--- config.mk ---
export PLATFORM = sky130hd
export DESIGN_NAME = cursor_caret_pointer_overlay
export DESIGN_NICKNAME = d
export VERILOG_FILES = /design/src/overlay_pkg.sv /design/src/pixel_skid_buffer.sv /design/src/cursor_caret_pointer_overlay.sv
export SDC_FILE = /design/constraint.sdc
export NUM_CORES = 2
export LEC_CHECK = 0
export BUFFER_PORTS_ARGS = -buffer_cell sky130_fd_sc_hd__buf_2
export CORE_MARGIN = 8
export CORE_UTILIZATION = 31
export DETAILED_ROUTE_END_ITERATION = 12
export PLACE_DENSITY = 0.54
export SETUP_SLACK_MARGIN = 0.2
export SKIP_CTS_REPAIR_TIMING = 1
export SLEW_MARGIN = 20
export SYNTH_ARGS = -nofsm -noshare
export SYNTH_HDL_FRONTEND = slang
export SYNTH_SLANG_ARGS = --single-unit
--- constraint.sdc ---
create_clock -name clock -period 10.5 [get_ports clock]
set_input_delay 0.525 -clock clock [delete_from_list [all_inputs] [get_ports clock]]
set_output_delay 0.525 -clock clock [all_outputs]
set_load 0.005 [all_outputs]
--- src/overlay_pkg.sv ---
// constants shared by the cursor, caret and pointer overlay
// assumes an indexed extension port and a dot-clock pixel stream
package overlay_pkg;
  // index of the attribute register behind the extension data port
  localparam logic [7:0] ATTR_INDEX = 8'hA5;
  localparam logic [7:0] ATTR_RESET = 8'h00;
  // attribute bit positions
  localparam int BIT_PTR_EN = 7;
  localparam int BIT_CARET_EN = 6;
  localparam int BIT_CARET_WHITE = 5;
  localparam int BIT_CARET_INV = 4;
  localparam int BIT_CURSOR_INV = 3;
  localparam int BIT_SLOW = 2;
  localparam int BIT_CARET_STEADY = 1;
  localparam int BIT_CURSOR_STEADY = 0;
  // fixed caret colour codes
  localparam logic [3:0] CARET_BLACK = 4'h0;
  localparam logic [3:0] CARET_WHITE = 4'hF;
  // display memory segments of the mask patterns
  localparam logic [3:0] SEG_A = 4'hA;
  localparam logic [3:0] SEG_B = 4'hB;
  // pointer pattern geometry: 32x32, two masks of 128 bytes
  localparam int PTR_SIZE = 32;
  localparam int MASK_BYTES = 128;
  localparam int FETCH_BYTES = 256;
  // retrace counter bits that carry the blink phases (8 and 16 retraces)
  localparam int FAST_BIT = 3;
  localparam int SLOW_BIT = 4;
  // legacy cursor function codes from start-row bits 6-5
  localparam logic [1:0] LEG_FAST = 2'b00;
  localparam logic [1:0] LEG_NONE_A = 2'b01;
  localparam logic [1:0] LEG_NONE_B = 2'b10;
  localparam logic [1:0] LEG_SLOW = 2'b11;
  localparam int LEG_CODE_LSB = 5;
endpackage

--- src/pixel_skid_buffer.sv ---
// two-entry pixel buffer between the pointer merge and the video sink
// assumes one clock; a sink stall fills it and drops in_ready
`timescale 1ns/10ps
`default_nettype none
module pixel_skid_buffer #(
  parameter int WIDTH = 8
) (
  input wire logic clock,
  input wire logic reset_n,
  input wire logic in_valid,
  output logic in_ready,
  input wire logic [WIDTH-1:0] in_data,
  output logic out_valid,
  input wire logic out_ready,
  output logic [WIDTH-1:0] out_data
);
  logic [WIDTH-1:0] tail_r; // second entry, used only when full
  logic [1:0] count_r; // entries held
  logic push;
  logic pop;

  assign push = in_valid && in_ready;
  assign pop = out_valid && out_ready;

  ////////////////////////////////////////////////////////////////////////
  // head, tail and count; head always drives out_data
  always_ff @(posedge clock or negedge reset_n) begin
    if (!reset_n) begin
      count_r <= 2'd0;
      out_data <= '0;
      tail_r <= '0;
      out_valid <= 1'b0;
      in_ready <= 1'b1;
    end else begin
      unique case (count_r)
        2'd0: begin
          if (push) begin
            out_data <= in_data;
            count_r <= 2'd1;
          end
        end
        2'd1: begin
          if (push && pop) begin
            out_data <= in_data;
          end else if (push) begin
            tail_r <= in_data;
            count_r <= 2'd2;
          end else if (pop) begin
            count_r <= 2'd0;
          end
        end
        default: begin
          // full: no push can happen, in_ready is low
          if (pop) begin
            out_data <= tail_r;
            count_r <= 2'd1;
          end
        end
      endcase
      // flags registered from the next count so ports come from flops
      if (count_r == 2'd0) begin
        out_valid <= push;
        in_ready <= 1'b1;
      end else if (count_r == 2'd1) begin
        out_valid <= push || !pop;
        in_ready <= !(push && !pop);
      end else begin
        out_valid <= 1'b1;
        in_ready <= pop;
      end
    end
  end
endmodule
`default_nettype wire

--- src/cursor_caret_pointer_overlay.sv ---
// overlay of text cursor, caret and 32x32 mouse pointer on the pixel stream
// assumes the rest of the controller supplies positions, rows and mode
// flags as levels, a one-cycle vertical retrace pulse, and a byte-wide
// display memory read port answering with an acknowledge
//
// Overview of operation
// bit 7 shows the 32x32 pointer
// screen mask: 128 bytes at Ann00/Bnn00
// pointer mask: 128 bytes at Ann80
// pixel AND screen mask, XOR pointer mask
// no pointer or caret in legacy modes
// bit 6 shows sized, positioned caret
// text cursor only in text mode, rows
// caret inserted before the palette lookup
// caret shifted by scroll and panning
// bit 5 picks black or white caret
// bit 4 picks fixed or inverted caret
// bit 3 picks foreground or reverse cursor
// bit 2 picks fast or slow blink
// blink 8/8 or 16/16 vertical retraces
// bit 1 holds the caret steady
// bit 0 holds the enhanced cursor steady
// legacy cursor from start-row bits 6-5
// attribute cleared by reset, sync reset
// legacy code 10 none, 11 slow
// blink phases from free retrace count
// pointer at 11-bit x, 10-bit y
// new pointer x taken at retrace only
// caret y is 2+8 bit scan line
`timescale 1ns/10ps
`default_nettype none
module cursor_caret_pointer_overlay #(
  parameter bit SYNC_RESET_CLEARS = 1'b1, // revision D behaviour
  parameter int PIX_W = 8 // width of palette output pixels
) (
  input wire logic clock,
  input wire logic reset_n,
  input wire logic seq_sync_reset,
  input wire logic io_index_wr,
  input wire logic io_data_wr,
  input wire logic [7:0] io_wdata,
  output logic [7:0] io_rdata,
  input wire logic legacy_compat_modes,
  input wire logic text_mode,
  input wire logic vretrace,
  input wire logic [2:0] pointer_x_upper,
  input wire logic [7:0] pointer_x_lower,
  input wire logic [1:0] pointer_y_upper,
  input wire logic [7:0] pointer_y_lower,
  input wire logic [7:0] pointer_pattern_page,
  input wire logic pattern_seg_b,
  input wire logic [7:0] caret_height,
  input wire logic [7:0] caret_width,
  input wire logic [2:0] caret_x_upper,
  input wire logic [7:0] caret_x_lower,
  input wire logic [1:0] caret_y_upper,
  input wire logic [7:0] caret_y_lower,
  input wire logic [4:0] smooth_scroll,
  input wire logic [2:0] pixel_pan,
  input wire logic [7:0] cursor_start_row,
  input wire logic [4:0] cursor_end_row,
  input wire logic cursor_cell,
  input wire logic [4:0] char_row,
  input wire logic [3:0] fg_color,
  input wire logic pre_valid,
  input wire logic [3:0] pre_pixel,
  input wire logic [10:0] pre_x,
  input wire logic [9:0] pre_y,
  output logic pal_valid,
  output logic [3:0] pal_pixel,
  input wire logic post_valid,
  output logic post_ready,
  input wire logic [PIX_W-1:0] post_pixel,
  input wire logic [10:0] post_x,
  input wire logic [9:0] post_y,
  output logic video_valid,
  input wire logic video_ready,
  output logic [PIX_W-1:0] video_pixel,
  output logic mem_req,
  output logic [19:0] mem_addr,
  input wire logic mem_ack,
  input wire logic [7:0] mem_rdata
);
  typedef enum logic [1:0] {FETCH_IDLE, FETCH_REQ, FETCH_DONE} fetch_t;

  logic [7:0] index_r; // extension index latch
  logic [7:0] attr_r; // overlay_attribute_control
  logic [4:0] retrace_cnt_r; // free-running count of retraces
  logic [10:0] ptr_x_active_r; // pointer x, moved at retrace only
  logic [7:0] mask_mem [0:overlay_pkg::FETCH_BYTES-1]; // screen then pointer mask
  fetch_t fetch_r;
  logic [7:0] fetch_idx_r; // byte being fetched
  logic [7:0] page_r; // page latched for the whole fetch
  logic seg_b_r; // segment latched for the whole fetch
  logic mask_valid_r; // at least one complete fetch held
  logic blink_fast;
  logic blink_slow;
  logic blink_on;
  logic ptr_en;
  logic caret_en;
  logic caret_on;
  logic cursor_on;
  logic [3:0] pal_nxt;
  logic [11:0] caret_x_eff;
  logic [10:0] caret_y_eff;
  logic [11:0] caret_dx;
  logic [10:0] caret_dy;
  logic [11:0] ptr_dx;
  logic [10:0] ptr_dy;
  logic ptr_hit;
  logic [2:0] bit_sel;
  logic [6:0] byte_sel;
  logic scr_bit;
  logic ptr_bit;
  logic [PIX_W-1:0] merged;
  logic [1:0] leg_code;
  logic row_in;
  logic cursor_blink_ok;

  ////////////////////////////////////////////////////////////////////////
  // indexed register port

  // index latch; written through the index port
  always_ff @(posedge clock or negedge reset_n) begin
    if (!reset_n) begin
      index_r <= 8'h00;
    end else if (io_index_wr) begin
      index_r <= io_wdata;
    end
  end

  // attribute register; sync reset clear chosen by parameter
  always_ff @(posedge clock or negedge reset_n) begin
    if (!reset_n) begin
      attr_r <= overlay_pkg::ATTR_RESET;
    end else if (SYNC_RESET_CLEARS && seq_sync_reset) begin
      attr_r <= overlay_pkg::ATTR_RESET;
    end else if (io_data_wr && index_r == overlay_pkg::ATTR_INDEX) begin
      attr_r <= io_wdata;
    end
  end

  // read data registered; other indices belong to other blocks
  always_ff @(posedge clock or negedge reset_n) begin
    if (!reset_n) begin
      io_rdata <= 8'h00;
    end else if (index_r == overlay_pkg::ATTR_INDEX) begin
      io_rdata <= attr_r;
    end else begin
      io_rdata <= 8'h00;
    end
  end

  ////////////////////////////////////////////////////////////////////////
  // blink timing

  // free-running retrace count; cursor and caret share it so they stay in step
  always_ff @(posedge clock or negedge reset_n) begin
    if (!reset_n) begin
      retrace_cnt_r <= 5'd0;
    end else if (vretrace) begin
      retrace_cnt_r <= retrace_cnt_r + 5'd1;
    end
  end

  // low half of each period is off, high half on
  assign blink_fast = retrace_cnt_r[overlay_pkg::FAST_BIT];
  assign blink_slow = retrace_cnt_r[overlay_pkg::SLOW_BIT];
  assign blink_on = attr_r[overlay_pkg::BIT_SLOW] ? blink_slow : blink_fast;

  ////////////////////////////////////////////////////////////////////////
  // caret and cursor, ahead of the palette

  // neither overlay exists in the legacy modes
  assign ptr_en = attr_r[overlay_pkg::BIT_PTR_EN] && !legacy_compat_modes;
  assign caret_en = attr_r[overlay_pkg::BIT_CARET_EN] && !legacy_compat_modes;

  // caret origin moved by panning and smooth scroll
  assign caret_x_eff = {1'b0, caret_x_upper, caret_x_lower} + {9'd0, pixel_pan};
  assign caret_y_eff = {1'b0, caret_y_upper, caret_y_lower} + {6'd0, smooth_scroll};
  assign caret_dx = {1'b0, pre_x} - caret_x_eff;
  assign caret_dy = {1'b0, pre_y} - caret_y_eff;

  // inside the box when the unsigned offset is below the size
  assign caret_on = caret_en && caret_dx < {4'd0, caret_width}
    && caret_dy < {3'd0, caret_height}
    && (attr_r[overlay_pkg::BIT_CARET_STEADY] || blink_on);

  // cursor rows; start/end held to 32 scan rows
  assign row_in = char_row >= cursor_start_row[4:0] && char_row <= cursor_end_row;
  assign leg_code = cursor_start_row[overlay_pkg::LEG_CODE_LSB +: 2];

  // legacy modes ignore the attribute register for the cursor
  always_comb begin
    cursor_blink_ok = 1'b0;
    if (legacy_compat_modes) begin
      unique case (leg_code)
        overlay_pkg::LEG_FAST: cursor_blink_ok = blink_fast;
        overlay_pkg::LEG_NONE_A: cursor_blink_ok = 1'b0;
        overlay_pkg::LEG_NONE_B: cursor_blink_ok = 1'b0;
        overlay_pkg::LEG_SLOW: cursor_blink_ok = blink_slow;
      endcase
    end else begin
      cursor_blink_ok = attr_r[overlay_pkg::BIT_CURSOR_STEADY] || blink_on;
    end
  end

  assign cursor_on = text_mode && cursor_cell && row_in && cursor_blink_ok;

  // caret wins over cursor where both fall on a pixel
  always_comb begin
    pal_nxt = pre_pixel;
    if (caret_on) begin
      if (attr_r[overlay_pkg::BIT_CARET_INV]) begin
        pal_nxt = ~pre_pixel;
      end else if (attr_r[overlay_pkg::BIT_CARET_WHITE]) begin
        pal_nxt = overlay_pkg::CARET_WHITE;
      end else begin
        pal_nxt = overlay_pkg::CARET_BLACK;
      end
    end else if (cursor_on) begin
      // legacy cursor is always the plain foreground block
      if (attr_r[overlay_pkg::BIT_CURSOR_INV] && !legacy_compat_modes) begin
        pal_nxt = ~pre_pixel;
      end else begin
        pal_nxt = fg_color;
      end
    end
  end

  // registered stage into the palette; caret colour is then translated
  always_ff @(posedge clock or negedge reset_n) begin
    if (!reset_n) begin
      pal_valid <= 1'b0;
      pal_pixel <= 4'h0;
    end else begin
      pal_valid <= pre_valid;
      pal_pixel <= pal_nxt;
    end
  end

  ////////////////////////////////////////////////////////////////////////
  // pointer position and mask fetch

  // moving x mid-frame would tear the pointer, so it waits for retrace
  always_ff @(posedge clock or negedge reset_n) begin
    if (!reset_n) begin
      ptr_x_active_r <= 11'd0;
    end else if (vretrace) begin
      ptr_x_active_r <= {pointer_x_upper, pointer_x_lower};
    end
  end

  // fetch of both masks, started at each retrace while the pointer is on
  always_ff @(posedge clock or negedge reset_n) begin
    if (!reset_n) begin
      fetch_r <= FETCH_IDLE;
      fetch_idx_r <= 8'd0;
      page_r <= 8'h00;
      seg_b_r <= 1'b0;
      mask_valid_r <= 1'b0;
    end else begin
      unique case (fetch_r)
        FETCH_IDLE: begin
          if (vretrace && ptr_en) begin
            fetch_r <= FETCH_REQ;
            fetch_idx_r <= 8'd0;
            page_r <= pointer_pattern_page;
            seg_b_r <= pattern_seg_b;
          end
        end
        FETCH_REQ: begin
          if (mem_ack) begin
            fetch_idx_r <= fetch_idx_r + 8'd1;
            if (fetch_idx_r == 8'(overlay_pkg::FETCH_BYTES - 1)) begin
              fetch_r <= FETCH_DONE;
            end
          end
        end
        FETCH_DONE: begin
          mask_valid_r <= 1'b1;
          fetch_r <= FETCH_IDLE;
        end
        default: fetch_r <= FETCH_IDLE;
      endcase
    end
  end

  // mask store; byte order follows the display memory order
  always_ff @(posedge clock) begin
    if (fetch_r == FETCH_REQ && mem_ack) begin
      mask_mem[fetch_idx_r] <= mem_rdata;
    end
  end

  // read request; address for the next byte prepared with the request
  always_ff @(posedge clock or negedge reset_n) begin
    if (!reset_n) begin
      mem_req <= 1'b0;
      mem_addr <= 20'h0_0000;
    end else begin
      mem_req <= (fetch_r == FETCH_IDLE && vretrace && ptr_en)
        || (fetch_r == FETCH_REQ && !(mem_ack
        && fetch_idx_r == 8'(overlay_pkg::FETCH_BYTES - 1)));
      if (fetch_r == FETCH_IDLE) begin
        mem_addr <= {pattern_seg_b ? overlay_pkg::SEG_B : overlay_pkg::SEG_A,
          pointer_pattern_page, 8'h00};
      end else if (fetch_r == FETCH_REQ && mem_ack) begin
        if (fetch_idx_r < 8'(overlay_pkg::MASK_BYTES - 1)) begin
          mem_addr <= {seg_b_r ? overlay_pkg::SEG_B : overlay_pkg::SEG_A,
            page_r, 1'b0, 7'(fetch_idx_r + 8'd1)};
        end else begin
          // pointer mask lives in segment A only
          mem_addr <= {overlay_pkg::SEG_A, page_r, 1'b1, 7'(fetch_idx_r + 8'd1)};
        end
      end
    end
  end

  ////////////////////////////////////////////////////////////////////////
  // pointer merge at the palette output

  assign ptr_dx = {1'b0, post_x} - {1'b0, ptr_x_active_r};
  assign ptr_dy = {1'b0, post_y} - {1'b0, pointer_y_upper, pointer_y_lower};
  assign ptr_hit = ptr_en && mask_valid_r && ptr_dx < 12'(overlay_pkg::PTR_SIZE)
    && ptr_dy < 11'(overlay_pkg::PTR_SIZE);
  // four bytes per row, left pixel in the top bit
  assign byte_sel = {ptr_dy[4:0], ptr_dx[4:3]};
  assign bit_sel = 3'd7 - ptr_dx[2:0];
  assign scr_bit = mask_mem[{1'b0, byte_sel}][bit_sel];
  assign ptr_bit = mask_mem[{1'b1, byte_sel}][bit_sel];

  // 00 black, 01 white, 10 pixel, 11 inverted
  assign merged = ptr_hit ? ((post_pixel & {PIX_W{scr_bit}}) ^ {PIX_W{ptr_bit}})
    : post_pixel;

  pixel_skid_buffer #(
    .WIDTH(PIX_W)
  ) out_buffer (
    .clock(clock),
    .reset_n(reset_n),
    .in_valid(post_valid),
    .in_ready(post_ready),
    .in_data(merged),
    .out_valid(video_valid),
    .out_ready(video_ready),
    .out_data(video_pixel)
  );
endmodule
`default_nettype wire

==> impl_metrics.tcl <==
set metrics [dict create \
    status "finished clean" \
    syn_inst 5751 \
    overflow 0 \
    dr.pass1.iters 7 \
    clockBufferDepth 3 \
    port_buffers 221 \
    core_mm2 0.288 \
    final_core_utilization_pct 35.6 \
    vias 54700 \
    crit_path_end_kind "flop" \
    top_register "mask_mem" \
    grt_pass1_vias 52700 \
    cts_sinks 2152 \
    io-pin-count 224 \
    synthArstFlopShare_pct 4.83 \
    path_cells "ha_1, fa_1, nor2b_1, o22ai_2, xnor2_2, buf_12, mux4_2, o211ai_1, a311oi_1, o22ai_1, o211ai_1, o21ai_1, or4_1, xor2_1, a221o_1" \
    cp_data_required_time_ps 11230 \
    min_path_type "primary input to flop" \
    rows 197 \
    final-instance-count-excl-fill 9999 \
    setup_tns_ps 0 \
    netlist_area_mm2 0.0894 \
    skew_ps 39.0 \
    worst_r2r_path_depth 15 \
    final_common_cell "edfxtp_1" \
    post-route-period-util_pct 69.6 \
    synthFlopType "edfxtp_1" \
    critical_path_class "flop to flop" \
    setup_violations 0 \
    cp_max_fo 110 \
    drive_above_1_share_pct 16.6 \
    ys_seq_elements 2152 \
    syn_nets 6029 \
    synth-edff-count 2048 \
    postRouteAntennaNets 0 \
    clock_latency_ps 870 \
    grt_max_degree 135 \
    crit_top_cell "o211ai_1" \
    wirelength_mm 289 \
    gp_congestion 0.874 \
    reg2reg_from "ptr_x_active_r[0]$_DFFE_PN0P_" \
    cts_made_buffers 221 \
    reg2reg_to "out_buffer.out_data[0]$_DFFE_PN0P_" \
    rrSetupSlack_ps 3190 \
    rsz0062_at_grt "false" \
    antenna_found_initial 13 \
    cts_root_buf "clkbuf_16" \
    maxSlewViolCount 0 \
    clk_pin_slew_worst_paths_ps 60 \
    ys_seq_area_share_pct 71.7 \
    dieArea_mm2 0.306 \
    tightestPinTransition_ps 1220 \
    dp_slack_ps 3020 \
    dpl.cell_count 9553 \
    ir_worst_vdd_mv 0.199 \
    crit_path_start_kind "flop" \
    max_freq_mhz 137 \
    postSynthAreaPerCell_um2 15.6 \
    p_leak_uw 0.0338 \
    dieHeight_um 553 \
    nets 6307 \
    grtUsageTotal_pct 18.2 \
    largest_reg_flops 2048 \
    hold_violations 0 \
    drc_errors 0 \
    power_density_mw_per_mm2 207 \
    hold_path_depth 3 \
    critPathMaxStageDelay_ps 960 \
    drtIter0Drc 7286 \
    grt_pass1_wl_mm 407 \
    syn_to_final_growth_pct 14.4 \
    setup_ws_ps 3190 \
    min_from "io_data_wr" \
    die_w_um 553 \
    dpl.hpwl_mm 177 \
    reg_top3 "mask_mem (2048), mem_addr (18), ptr_x_active_r (11)" \
    via_per_inst 5.47 \
    ys_types 87 \
    max_cap_viol_count 0 \
    hold_path_end "attr_r[7]$_DFFE_PN0P_" \
    ys_warn_count 0 \
    wire_per_inst_um 28.9 \
    layout_common_cells "edfxtp_1, nand2_1, nor2_1" \
    slew_headroom_pct 18.3 \
    worstPathArrival_ps 8040 \
    cp_slowest_cell "xnor2_2" \
    start_util_pct 31.1 \
    htreeDepth 4 \
    cts_tree "yes" \
    finalCriticalPeriod_ps 7310 \
]
-- worst max-delay path by stage --
| stage | from | end | slack (ps) | cells past startpoint |
|---|---|---|---|---|
| 4_1_cts | ptr_x_active_r[3]$_DFFE_PN0P_ | out_buffer.out_data[3]$_DFFE_PN0P_ | 3280 | 16 |
| 6_report | ptr_x_active_r[0]$_DFFE_PN0P_ | out_buffer.out_data[0]$_DFFE_PN0P_ | 3190 | 15 |
| 5_1_grt | ptr_x_active_r[0]$_DFFE_PN0P_ | out_buffer.out_data[3]$_DFFE_PN0P_ | 2920 | 16 |
| 2_1_floorplan | post_x[0] | out_buffer.out_data[0]$_DFFE_PN0P_ | 5720 | 19 |
| 3_3_place_gp | post_x[3] | out_buffer.out_data[4]$_DFFE_PN0P_ | 3110 | 17 |
| 3_5_place_dp | post_x[3] | out_buffer.out_data[3]$_DFFE_PN0P_ | 3020 | 16 |
-- stage by stage --
| step | cell area (um^2) | hold WS [ps] | total power, uW |
|---|---|---|---|
| finish | 102000 | 23.8 | 21200 |
| global route | 102000 | 9.60 | 21800 |
| CTS | 102000 | -441 | 21200 |
| detailed placement | 95100 | 448 | 13700 |
| global placement | 95000 | 449 | 13700 |
| floorplan | 89400 | 229 | 12100 |
-- logic make-up after synthesis --
group                      share of synthesized area [%]
adders and majority gates                           1.45
and+or+nand+nor                                     8.32
AOI/OAI and AO/OA                                   6.57
muxes                                               8.91
xor gates and xnor gates                           0.490
DFF                                                 71.7
buffers and inverters                               2.59
other                                            0.00419
-- synth_stat cells, drive strengths merged (12+ instances only) --
| master | n | share of area, % |
|---|---|---|
| edfxtp | 2048 | 69 |
| nand2 | 729 | 3.1 |
| nor2 | 379 | 1.6 |
| mux4 | 260 | 6.6 |
| nand3 | 207 | 1.2 |
| buf | 177 | 1.3 |
| clkbuf | 176 | 0.74 |
| mux2i | 148 | 1.7 |
| a21oi | 143 | 0.80 |
| o21ai | 124 | 0.70 |
| and3 | 123 | 0.86 |
| inv | 123 | 0.52 |
| a211oi | 107 | 0.90 |
| dfrtp | 103 | 2.9 |
| ha | 88 | 1.2 |
| a31oi | 78 | 0.55 |
| nand2b | 64 | 0.45 |
| a22oi | 60 | 0.50 |
| mux2 | 53 | 0.67 |
| nor3 | 51 | 0.29 |
| a311oi | 44 | 0.43 |
| a32oi | 29 | 0.28 |
| nand4 | 29 | 0.20 |
| a221oi | 27 | 0.26 |
| o22ai | 25 | 0.18 |
| xnor2 | 25 | 0.24 |
| xor2 | 25 | 0.24 |
| o211ai | 24 | 0.20 |
| nor2b | 20 | 0.14 |
| a21o | 19 | 0.16 |
| a2111oi | 18 | 0.18 |
| a22o | 17 | 0.17 |
| nor4 | 17 | 0.12 |
| a211o | 15 | 0.15 |
| o221ai | 15 | 0.15 |
| o2111ai | 14 | 0.14 |
| and2 | 12 | 0.084 |
-- power by group --
group / total, uW / internal, uW / switching [uW]
Clock: 7600 / 4280 / 3320
Combinational: 4070 / 1350 / 2720
Sequential: 9500 / 9460 / 40.3
-- final cells by class --
cell class	instances	area, um^2
Timing Repair Buffer	408	2850
Multi-Input combinational cell	3122	23300
Tap cell	3781	4730
Clock buffer	286	5860
Antenna cell	8	20.0
Clock inverter	118	1040
Fill cell	27200	185000
Inverter	124	467
Sequential cell	2152	64100
-- worst max-delay path, delay by kind of cell (launching register included) --
family,cells,cell delay [ps]
compound gates,7,2510
xor+xnor,2,1310
fa+ha+maj,2,710
buf+inv,1,500
flops,1,380
mux,1,370
simple gates,2,1070
-- per-layer routing --
metal	up-vias	wire length [um]	global-route usage (%)	part of all wire, %
met2	2943	131000	28.2	45
met3	521	27800	3.71	9.6
met5	-	177	0	0.061
met1	28300	119000	25.5	41
met4	2	10900	6.67	3.8
li1	23000	-	-	-
Power figures use the tool's default switching activity.
